### src/shared/cbcr_consts.svh
`ifndef CBCR_CONSTS_SVH
`define CBCR_CONSTS_SVH

// Counter width for link-clock edge counting
`define CBCR_CNT_W        8
`define CBCR_CNT_ZERO     8'h00
`define CBCR_CNT_ONE      8'h01
// Link edges after releasing clock-run before its level is trusted
`define CBCR_SETTLE_EDGES 8'h02
// Default link edges of advance notice before slowing or stopping
`define CBCR_ANN_EDGES    8'h08
// Default link rising edges per card clock half period when slowed
`define CBCR_SLOW_HALF    8'h04

`endif

### src/shared/cbcr_pkg.sv
`default_nettype none
`include "cbcr_consts.svh"

package cbcr_pkg;

  // Gray codes along run -> announce -> low power
  typedef enum logic [1:0] {
    CBCR_RUN      = 2'h0,
    CBCR_ANNOUNCE = 2'h1,
    CBCR_LOWPWR   = 2'h3
  } cbcr_state_type;

  typedef struct packed {
    logic                     pciSync1;
    logic                     pciSync2;
    logic                     pciLast;
    logic                     runSync1;
    logic                     runSync2;
    cbcr_state_type           state;
    logic [`CBCR_CNT_W-1:0]   edgeCnt;
    logic [`CBCR_CNT_W-1:0]   divCnt;
    logic                     cardClk;
    logic                     cardClkRise;
    logic                     clkRunOe;
    logic                     cardRst_n;
    logic                     parkEn;
    logic                     clkReduced;
  } cbcr_regs_type;

endpackage : cbcr_pkg

`default_nettype wire

### src/verilog/cbcr_clock_reset.sv
// Notes on behaviour
// RQ1: Card signals, except sideband lines, are sampled on card clock rising.
// RQ2: Card clock runs at host PCI clock frequency in normal operation.
// RQ3: Card clock may be halted low or slowed to save power.
// RQ4: Card pulls clock-run to ask for a faster clock.
// RQ5: Controller announces on clock-run before lowering clock frequency.
// RQ6: Card reset returns card registers and sequencers to initial state.
// RQ7: Card tristates all its CardBus signals while reset is asserted.
// RQ8: Controller parks card interface signals at valid levels during reset.
// RQ9: Controller may assert card reset at any moment.
// RQ10: Card reset deassertion is synchronous to the card clock.
// RQ11: Address/data lines carry 32-bit address then data, bit 31 MSB.
// RQ12: No slow-down while card requests speed; restore full speed promptly.
`include "cbcr_consts.svh"
`timescale 1ns/100ps
`default_nettype none

module cbcr_clock_reset
  import cbcr_pkg::*;
#(
  parameter logic [`CBCR_CNT_W-1:0] ANN_EDGES = `CBCR_ANN_EDGES,
  parameter logic [`CBCR_CNT_W-1:0] SLOW_HALF = `CBCR_SLOW_HALF
) (
  // Core clock and reset
  input  wire logic core_clk,
  input  wire logic arst_n,
  // Host PCI clock, asynchronous to core_clk
  input  wire logic pciClk,
  // Power and reset requests from host logic
  input  wire logic lowPowerReq,
  input  wire logic slowNotStop,
  input  wire logic cardResetReq,
  // Card clock and reset pins
  output logic      cardClk,
  output logic      cardRst_n,
  // Clock-run pin, active low, open drain
  input  wire logic clkRunIn_n,
  output logic      clkRunOut_n,
  output logic      clkRunOe,
  // Status towards the interface logic
  output logic      cardClkRise,
  output logic      parkEn,
  output logic      clkReduced
);

  cbcr_regs_type s;
  cbcr_regs_type next_s;
  logic          pciRise;
  logic          cardAsks;
  logic          settled;

  always_comb begin
    next_s = s;
    // Two flops per pin input, plus a third edge flop on the PCI clock; the first flop never feeds logic
    next_s.pciSync1 = pciClk;
    next_s.pciSync2 = s.pciSync1;
    next_s.pciLast  = s.pciSync2;
    next_s.runSync1 = clkRunIn_n;
    next_s.runSync2 = s.runSync1;
    pciRise  = s.pciSync2 & ~s.pciLast;
    settled  = s.edgeCnt >= `CBCR_SETTLE_EDGES;
    // Only meaningful while the controller has let go of the pin
    cardAsks = ~s.clkRunOe & ~s.runSync2 & settled;

    case (s.state)
      CBCR_RUN: begin
        next_s.clkRunOe = 1'b1;
        next_s.edgeCnt  = `CBCR_CNT_ZERO;
        // Reset must see a running clock to be released
        if (lowPowerReq && !cardResetReq && s.cardRst_n) begin // see RQ5
          next_s.state    = CBCR_ANNOUNCE;
          next_s.clkRunOe = 1'b0;
        end
      end
      CBCR_ANNOUNCE: begin
        if (pciRise && s.edgeCnt != ANN_EDGES) begin
          next_s.edgeCnt = s.edgeCnt + `CBCR_CNT_ONE;
        end
        if (cardAsks || !lowPowerReq || cardResetReq) begin // see RQ12
          next_s.state    = CBCR_RUN;
          next_s.clkRunOe = 1'b1;
        end else if (s.edgeCnt == ANN_EDGES) begin // see RQ5
          next_s.state  = CBCR_LOWPWR;
          next_s.divCnt = `CBCR_CNT_ZERO;
        end
      end
      CBCR_LOWPWR: begin
        if (cardAsks || !lowPowerReq || cardResetReq) begin // see RQ12
          next_s.state    = CBCR_RUN;
          next_s.clkRunOe = 1'b1;
        end
      end
      default: begin
        next_s.state    = CBCR_RUN;
        next_s.clkRunOe = 1'b1;
      end
    endcase

    // Card clock generation; full speed follows the PCI clock phase
    if (s.state != CBCR_LOWPWR) begin
      next_s.cardClk = s.pciSync2; // see RQ2
    end else if (!slowNotStop) begin
      // Finish any high phase, then park low
      next_s.cardClk = s.cardClk & s.pciSync2; // see RQ3
    end else if (pciRise) begin
      if (s.divCnt >= SLOW_HALF - `CBCR_CNT_ONE) begin // see RQ3
        next_s.divCnt  = `CBCR_CNT_ZERO;
        next_s.cardClk = ~s.cardClk;
      end else begin
        next_s.divCnt = s.divCnt + `CBCR_CNT_ONE;
      end
    end
    next_s.clkReduced  = next_s.state == CBCR_LOWPWR;
    // Interface logic samples card inputs on this strobe
    next_s.cardClkRise = next_s.cardClk & ~s.cardClk; // see RQ1

    // Assert at once, release only on a card clock falling edge
    if (cardResetReq) begin
      next_s.cardRst_n = 1'b0; // see RQ9
    end else if (!s.cardRst_n && s.cardClk && !next_s.cardClk) begin
      next_s.cardRst_n = 1'b1; // see RQ10
    end
    next_s.parkEn = ~next_s.cardRst_n; // see RQ8
  end

  always_ff @(posedge core_clk or negedge arst_n) begin
    if (!arst_n) begin
      s <= '{state: CBCR_RUN, runSync1: 1'b1, runSync2: 1'b1,
             clkRunOe: 1'b1, parkEn: 1'b1, default: '0};
    end else begin
      s <= next_s;
    end
  end

  assign cardClk     = s.cardClk;
  assign cardRst_n   = s.cardRst_n;
  assign clkRunOut_n = 1'b0;
  assign clkRunOe    = s.clkRunOe;
  assign cardClkRise = s.cardClkRise;
  assign parkEn      = s.parkEn;
  assign clkReduced  = s.clkReduced;
endmodule : cbcr_clock_reset

`default_nettype wire

### config.mk
export PLATFORM = sky130hd
export DESIGN_NAME = cbcr_clock_reset
export DESIGN_NICKNAME = d
export VERILOG_FILES = /design/src/shared/cbcr_pkg.sv /design/src/verilog/cbcr_clock_reset.sv
export VERILOG_INCLUDE_DIRS = /design/src /design/src/shared
export SDC_FILE = /design/constraint.sdc
export NUM_CORES = 1
export LEC_CHECK = 0
export BUFFER_PORTS_ARGS = -buffer_cell sky130_fd_sc_hd__buf_4
export CAP_MARGIN = 0
export CELL_PAD_IN_SITES_DETAIL_PLACEMENT = 0
export CELL_PAD_IN_SITES_GLOBAL_PLACEMENT = 1
export CORE_ASPECT_RATIO = 1.5
export CORE_UTILIZATION = 49
export DETAILED_ROUTE_END_ITERATION = 6
export GPL_TIMING_DRIVEN = 0
export PLACE_DENSITY_LB_ADDON = 0.12
export SKIP_CTS_REPAIR_TIMING = 1
export SLEW_MARGIN = 20
export SYNTH_ARGS = -nofsm -noshare
export SYNTH_HDL_FRONTEND = slang
export SYNTH_SLANG_ARGS = --single-unit
### constraint.sdc
create_clock -name core_clk -period 2.6 [get_ports core_clk]
set_input_delay 0.52 -clock core_clk [delete_from_list [all_inputs] [get_ports core_clk]]
set_output_delay 0.52 -clock core_clk [all_outputs]
set_load 0.01 [all_outputs]
=== Yosys cells after proc, flatten, opt, wreduce, memory -nomap -nowiden ===
Index checks and enable logic that the tools add are counted.

* $add $sub $neg: 2
* $mul: 0
* Div/mod/pow operators: 0
* Order comparisons: 2
* Eq/ne operators: 8
* Shift-type cells: 0
* Muxes and demuxes: 22
* Bitwise operators: 10
* Reduce and logical (&&, ||, !) cells: 15

{| class="wikitable"
|+ Operators with widths
! operator !! number
|-
| 8-bit 2-to-1 mux || 7
|-
| 8-bit by 1-bit adder with 8-bit output (second input constant) || 2
|-
| 8-bit by 2-bit >= comparator with 1-bit output (second input constant) || 2
|-
| 8-bit case mux with 2 select lines || 1
|-
| 9-bit 2-to-1 mux || 1
|-
| 8-bit by 4-bit == test with 1-bit output (second input constant) || 1
|-
| 2-bit 2-to-1 mux || 4
|-
| 8-bit by 4-bit inequality test with 1-bit output (second input constant) || 1
|-
| 1-bit 2-to-1 mux || 7
|-
| 2-bit case mux with 3 select lines || 1
|-
| 1-bit bitwise AND || 5
|-
| 1-bit logical AND || 5
|-
| 1-bit NOT || 5
|-
| 2-bit == test (second input constant) || 2
|-
| 1-bit logical NOT || 4
|-
| 2-bit inequality test (second input constant) || 2
|-
| 2-bit by 1-bit == test with 1-bit output (second input constant) || 1
|-
| 2-bit logical NOT || 1
|-
| 1-bit logical OR || 2
|-
| 2-bit by 1-bit inequality test with 1-bit output (second input constant) || 1
|-
| 1-bit case mux with 2 select lines || 1
|-
| 2-bit AND reduction || 1
|-
| 2-bit nonzero test || 1
|-
| 2-bit OR reduction || 1
|}

* Bits in registers: 29
* Latch bits: 0
* RAM bits: 0
* ROM bits: 0
* Input bits: 7
* Output and inout port bits: 7
* Logic and storage cells: 73
* Memories kept: 0

=== Logic depth before layout (Yosys ltp) ===
Gate-level depths: netlist (run 1).

* Depth in word-level cells: 15
* Mapped depth: 6
* Mapped depth without buffers: 6

=== Least setup slack after synthesis (run 1) ===
No wires, ideal clock.

* Path type: flip-flop to flip-flop
* Start: register s[14] (netlist bit)
* End: register s[6] (netlist bit)
* Library setup time: 0.125 ns
* Arrival time: 1.537 ns
* Required time: 2.475 ns
* Setup slack: 0.938 ns
* Stages on the path, launching flop included: 7
* Path buffers: 0
* Period minus slack after synthesis: 1.662 ns
* Cells stage by stage: dfrtp_1 inv_1 ha_1 or3_4 a211oi_2 a21oi_2 mux2_4

{| class="wikitable"
|+ RTL lines
! item !! RTL line !! source
|-
| from (decl) || cbcr_clock_reset.sv:46 || <nowiki>cbcr_regs_type s;</nowiki>
|-
| from (signal assigned) || cbcr_clock_reset.sv:128 || <nowiki>s <= '{state: CBCR_RUN, runSync1: 1'b1, runSync2: 1'b1,</nowiki>
|-
| from (signal assigned) || cbcr_clock_reset.sv:131 || <nowiki>s <= next_s;</nowiki>
|}

=== Worst setup path in the final report (run 1) ===
* Start: register s[15] (netlist bit)
* End: register s[16] (netlist bit)

* Cells in the longest elaborated chain, start to end: 4
* Elaborated cells between the ends (all ways): 7
* Classes of those cells: 1 x add/sub; 2 x eq/ne; 2 x mux; 2 x reduce/logical

{| class="wikitable"
|+ RTL lines
! item
|-
| branches (longest 4 deep; another with 8-bit by 1-bit adder with 8-bit output)
|}

Parallel ways; which one is timed is not known. The select of a mux whose other input is x is not followed.
A chain may end at the register's enable or synchronous reset.

==> key figures, run 1 <==
Outcome
  • Outcome: complete, no violations

Job
  • Max Cap Viol: 0

Timing
  • Max Slew Vio Count: 0
  • Total Neg Setup Slack: 0 ns
  • Final setup fails: 0
  • Max Fclk: between 0.5 and 0.6 GHz
  • Fin crit period: roughly 1.8 ns
  • Fin crit share: 0.684
  • Post-Route Skew: between 0.01 and 0.015 ns
  • Hold Vio Cnt, Final: 0
  • RSZ-0062 raised after global routing: false

Logic synthesis
  • Synth async-reset ratio: 1.00
  • Avg Cell Area, Syn: around 11 sq um
  • Post-synth cell types: 45
  • Syn_nets: roughly 140
  • Mapped cell area: approximately 1400 sq um
  • Gate count of the mapped netlist: 133
  • Synthesized flop and latch total: 29
  • Yosys warns: 0
  • Top_reg_cell synth: dfrtp_1
  • Post-synth EDFFs: 0
  • Post-synthesis sequential area ratio: 0.516

Critical path
  • Crit-path max FO: 6
  • CP Cell Sequence: inv_1 -> ha_1 -> nor4bb_1 -> a21oi_1 -> and3_1 -> a211o_1
  • Critical Path Slowest Stage Cell: dfrtp_1
  • Setup crit end kind: flop
  • Critical Path RT: about 2.8 ns
  • Max incr delay on CP: 0.43 ns
  • CP delay by family, top: simple AND/OR/NAND/NOR gates
  • Setup crit start kind: flop
  • Crit path kind: reg -> reg
  • CP bufs+invs: 1
  • Worst endpoint data arrival time: between 1.5 and 2 ns

Global route
  • Vias in the first global route: about 1,000
  • First-pass GRT wire length: around 4.7 mm
  • Global route overflow: 0
  • Largest net degree at the start of global routing: 30
  • Antenna violations before repair: 0
  • Total global-route track usage: 0.213

Power
  • Net Sw Power: ~0.20 mW
  • Int Power: just over 0.7 mW
  • Pleak: 0.808 nW
  • PwrDens: around 560 nW/um^2
  • Switching Fraction: 0.216
  • Total power: just over 0.9 mW
  • Sequential Power Share: 0.511
  • Largest vdd supply drop: about 0.35 mV
  • Comb power frac: 0.054
  • Clk pwr share: 0.436

Detailed routing
  • Vias/cell: 5.44
  • Total wire length: between 2 and 3 mm
  • DRT Pass-1 Iters: 4
  • Initial DRC Count: 29
  • DRC viols: 0
  • Met1 WL: 1.09 mm
  • Top Metal Used: met4
  • Routed wl met2: roughly 1.5 mm
  • Vias: between 1,000 and 1,500
  • Antenna-violating nets left: 0
  • DR WL/cell: between 10 and 15 microns
  • Metal3 WL: around 76 microns

CTS
  • Total clock sinks: 29
  • Longest Clk Path Bufs: 2
  • H-tree depth: 2
  • Clk_lat worst skew: between 0.2 and 0.3 ns
  • CTS root buf: clkbuf_8
  • TritonCTS clock tree: built
  • Total CTS buffers: 5
  • Worst-path clk slew: roughly 0.07 ns

Die
  • Initial Util: 0.523
  • Die Footprint: 3110 sq um
  • Row count: 23
  • Die X: 45.9 microns
  • Num ports: 14
  • Chip Height: just under 70 microns
  • Core Area: approximately 2700 sq um

Layout
  • Layout cells sized above 1: 0.261
  • P&R area growth vs syn: 16.8%
  • # diodes: 0
  • Layout Nets: 163

Placed design
  • Dpl hpwl: approximately 2 mm
  • Port bufs: 12
  • Gpl congestion: between 0.8 and 0.9

Min path
  • Hold crit path type: in -> async
## synth_stat cells (2+ instances only)
master / n / area [sq um]
a21oi_1: 5 / 25.0
o21a_1: 2 / 15.0
clkbuf_1: 2 / 7.51
nand2_1: 13 / 48.8
nand3_1: 2 / 10.0
and3_1: 2 / 12.5
ha_1: 4 / 50.1
buf_2: 2 / 10.0
nor2_1: 12 / 45.0
nor2b_1: 2 / 12.5
nor3_1: 3 / 15.0
nand4_1: 4 / 25.0
dfrtp_1: 25 / 626
nand2b_1: 4 / 25.0
inv_1: 5 / 18.8
mux2i_1: 4 / 40.0
and2_2: 6 / 45.0
o21ai_0: 5 / 25.0
o311ai_0: 2 / 17.5
dfstp_2: 4 / 105
## metal layers
metal  track usage  vias up
met5             0        -
met4        0.0772        0
met3        0.0633        5
met2         0.359       15
met1         0.251      511
li1              -      503
## kinds of logic (layout without fill, tap and decap cells)
group	after synthesis	count (layout)	share of synthesized area
adders and majority gates	4	4	0.0354
muxes	6	6	0.0469
AOI/OAI and AO/OA	25	25	0.125
buffers and inverters	11	31	0.0389
and+or+nand+nor	57	57	0.235
DFF	29	29	0.516
other	1	1	0.00265
## layout make-up
cell class                      count  area (sq um)
Clock buffer                        7          96.3
Sequential cell                    29           731
Timing Repair Buffer               12          90.1
Fill cell                         255          1050
Tap cell                           37          46.3
Buffer                              6          36.3
Clock inverter                      1          5.00
Inverter                            5          18.8
Multi-Input combinational cell     93           629
## cell usage in the layout, fill, tap and decap left out, drive strengths merged, types with 3 or more instances in the layout
cell type	Yosys	final
dfrtp	25	25
o21ai	5	5
nand4	4	4
clkbuf	2	9
nand2b	4	4
a21oi	6	6
inv	5	5
nor2	12	12
and2	7	7
mux2i	4	4
ha	4	4
buf	4	16
nand2	13	13
nor3	3	3
dfstp	4	4
## power by group through the flow
stage	Sequential (mW)	Clock, mW	Combinational (mW)
after floorplan	0.480	0	0.0198
after global placement	0.479	0	0.0500
after detailed placement	0.479	0	0.0506
after CTS	0.471	0.410	0.0506
after global routing	0.472	0.436	0.0566
final	0.471	0.402	0.0494
## metrics by stage
stage	area (sq um)	util	cells	hold WS (ns)	setup slack, ns
after floorplan	1420	-	133	0.224	0.938
after global placement	1550	0.574	182	0.338	0.812
after detailed placement	1550	0.574	182	0.351	0.818
after CTS	1650	0.611	190	0.156	0.809
after global routing	1650	0.611	190	0.170	0.610
final	1650	0.611	190	0.148	0.822
## state kept, by name (all words and copies together), names as in the netlist
signal,count
cardClkRise,1
next_s,3
parkEn,1
clkReduced,1
cardClk,1
s,20
clkRunOe,1
cardRst_n,1
## worst paths after layout
check                            from         end  slack (ns)  cells after the start
min reg2reg                next_s[24]       s[24]        0.36                      0
max reg2reg                     s[15]       s[16]        0.82                      6
max                             s[15]       s[16]        0.82                      6
min                            arst_n       s[18]        0.15                      1
max in group asynchronous      arst_n       s[24]        2.13                      1
min in group core_clk      clkRunIn_n  next_s[24]        0.35                      1
Note: power is estimated with default switching activity, not from simulation.
==> run 2, diff against run 1 <==
--- a/config.mk
+++ b/config.mk
@@ -11,7 +11,7 @@
 export CELL_PAD_IN_SITES_DETAIL_PLACEMENT = 0
 export CELL_PAD_IN_SITES_GLOBAL_PLACEMENT = 1
 export CORE_ASPECT_RATIO = 1.5
-export CORE_UTILIZATION = 49
+export CORE_UTILIZATION = 41
 export DETAILED_ROUTE_END_ITERATION = 6
 export GPL_TIMING_DRIVEN = 0
 export PLACE_DENSITY_LB_ADDON = 0.12
==> constraint.sdc (replaced) <==
create_clock -name core_clk -period 1.46 [get_ports core_clk]
set_input_delay 0.292 -clock core_clk [delete_from_list [all_inputs] [get_ports core_clk]]
set_output_delay 0.292 -clock core_clk [all_outputs]
set_load 0.01 [all_outputs]
==> key figures, run 2 (same netlist as run 1, synthesis figures left out) <==
Placed design
  • Placed insts: 185 (was 182)
  • Dpl hpwl: 2.08 mm (was 1.95 mm)
  • Gpl congestion: 0.785 (was 0.801)
  • Port bufs: 12 (unchanged)
  • Placed Area: 1580 sq um (was 1550 sq um)

Global route
  • First-pass GRT wire length: 5.20 mm (was 4.66 mm)
  • Gr busiest metal: met2 (unchanged)
  • Met2 usage: 0.350 (was 0.359)
  • GRT met3 Usage: 0.0491 (was 0.0633)
  • Largest net degree at the start of global routing: 30 (unchanged)
  • Vias in the first global route: 1,122 (was 1,043)
  • Total global-route track usage: 0.194 (was 0.213)
  • Global route overflow: 0 (unchanged)
  • Antenna violations before repair: 0 (unchanged)
  • Met1 usage in global routing: 0.211 (was 0.251)

CTS
  • TritonCTS clock tree: built (unchanged)
  • H-tree depth: 2 (unchanged)
  • Total clock sinks: 29 (unchanged)
  • Longest Clk Path Bufs: 2 (unchanged)
  • Total CTS buffers: 5 (unchanged)
  • CTS root buf: clkbuf_8 (unchanged)
  • Clk_lat worst skew: 0.27 ns (was 0.28 ns)
  • Worst-path clk slew: 0.06 ns (was 0.07 ns)

Layout
  • Post-route cell area: 1790 sq um (was 1650 sq um)
  • Fillers: 293 (was 255)
  • # diodes: 0 (unchanged)
  • Largest register FFs: 20 (unchanged)
  • Register area: 733 sq um (was 731 sq um)
  • Final Non-Filler Cells: 199 (was 190)
  • P&R area growth vs syn: 26.3% (was 16.8%)
  • Most frequent cells in the layout: 23 x dfrtp_1, 19 x buf_4, 13 x nand2_1, 12 x nor2_1, 6 x and2_2 (was 25 x dfrtp_1, 13 x nand2_1, 13 x buf_4, 12 x nor2_1, 7 x clkbuf_8)
  • Top reg by flops: s (unchanged)
  • Commonest non-fill, non-tap cell in the layout: dfrtp_1 (unchanged)
  • Area occupied by multi-input gates: 717 sq um (was 629 sq um)
  • Layout cells sized above 1: 0.358 (was 0.261)
  • Layout Nets: 169 (was 163)

Critical path
  • Worst endpoint data arrival time: 1.92 ns (was 1.95 ns)
  • Setup crit end kind: flop (unchanged)
  • Critical Path Source: s[14] (was s[15])
  • Reg-to-reg critical path startpoint: s[14] (was s[15])
  • Crit-path max FO: 8 (was 6)
  • Setup crit start kind: flop (unchanged)
  • Worst r2r dst: s[6] (was s[16])
  • R2R cell count: 6 (unchanged)
  • Worst Setup EP: s[6] (was s[16])
  • Critical Path RT: 1.62 ns (was 2.77 ns)
  • Crit path kind: reg -> reg (unchanged)
  • R2R setup slack: -0.30 ns (was 0.82 ns)

Die
  • Core Area: 3220 sq um (was 2710 sq um)
  • Die X: 50.0 microns (was 45.9 microns)
  • Row count: 25 (was 23)
  • Chip Height: 74.0 microns (was 67.8 microns)
  • Die Footprint: 3700 sq um (was 3110 sq um)
  • Initial Util: 0.439 (was 0.523)
  • Num ports: 14 (unchanged)

Min path
  • Worst min-delay path startpoint: clkRunIn_n
  • Hold crit path type: in -> reg (was in -> async)
  • Hold path depth: 1

Detailed routing
  • Antenna-violating nets left: 0 (unchanged)
  • DRC viols: 0 (unchanged)
  • Initial DRC Count: 32 (was 29)
  • DRT Pass-1 Iters: 4 (unchanged)
  • DR WL/cell: 15.1 microns (was 14.0 microns)
  • Vias/cell: 5.33 (was 5.44)
  • Vias: 1,061 (was 1,034)
  • Total wire length: 3.01 mm (was 2.66 mm)

Timing
  • Hold Vio Cnt, Final: 0 (unchanged)
  • Total Neg Setup Slack: -3.00 ns (was 0 ns)
  • Final WS setup: -0.300 ns (was 0.822 ns)
  • Post-Route Skew: 0.00387 ns (was 0.0112 ns)
  • Max Slew Vio Count: 0 (unchanged)
  • Max Fclk: 0.568 GHz (was 0.562 GHz)
  • Fin crit period: 1.76 ns (was 1.78 ns)
  • RSZ-0062 raised after global routing: true (was false)
  • Fin crit share: 1.21 (was 0.684)
  • Final setup fails: 13 (was 0)

Outcome
  • Failing checks: setup timing
  • Outcome: finished, violations left (was complete, no violations)

Power
  • Largest vdd supply drop: 0.582 mV (was 0.349 mV)
  • PwrDens: 868 nW/um^2 (was 558 nW/um^2)
  • Pleak: 0.847 nW (was 0.808 nW)

Job
  • Max Cap Viol: 0 (unchanged)
-- run 2: final cells by class --
cell class	instances	area share
plain buffers	5	0.0231
clock buffers	6	0.0406
clock inverters	2	0.00560
inverters	5	0.0105
multi-input cells	93	0.401
flip-flops and latches	29	0.410
well taps	40	0.0280
repair buffers	19	0.0812
-- run 2: per-stage QoR --
stage	hold WS, ns	setup slack, ns	total power [mW]	utilization
finish	0.122	-0.300	1.55	0.555
global route	0.102	-0.373	1.63	0.555
CTS	-0.0595	-0.305	1.58	0.515
detailed placement	0.240	-0.288	0.946	0.489
global placement	0.233	-0.276	0.944	0.489
floorplan	-0.00359	-0.172	0.890	-
-- run 2: how the worst min path moves through the flow --
stage / endpoint / slack [ns]
2_1_floorplan: cardClk / -0.004
3_3_place_gp: s[15] / 0.23
3_5_place_dp: s[15] / 0.24
4_1_cts: s[8] / -0.06
5_1_grt: next_s[24] / 0.10
6_report: next_s[24] / 0.12
-- run 2: metal layers --
metal | part of all wire | vias up
li1 | - | 517
met1 | 0.41 | 523
met2 | 0.55 | 14
met3 | 0.020 | 7
met4 | 0.020 | 0
met5 | 0 | -
-- run 2: power breakdown --
group	switching (mW)	total (mW)	leakage, nW	internal, mW
Sequential	0.0137	0.839	0.376	0.826
Clock	0.286	0.615	0.0450	0.329
Combinational	0.0555	0.0984	0.426	0.0429
-- run 2: worst max-delay path, cell delays in order, from the launching register on --
cell and delay (ns):
dfrtp_1 0.41, inv_2 0.08, ha_4 0.15, or3_4 0.36, a211oi_4 0.25, a21oi_4 0.11
mux2_4 0.27
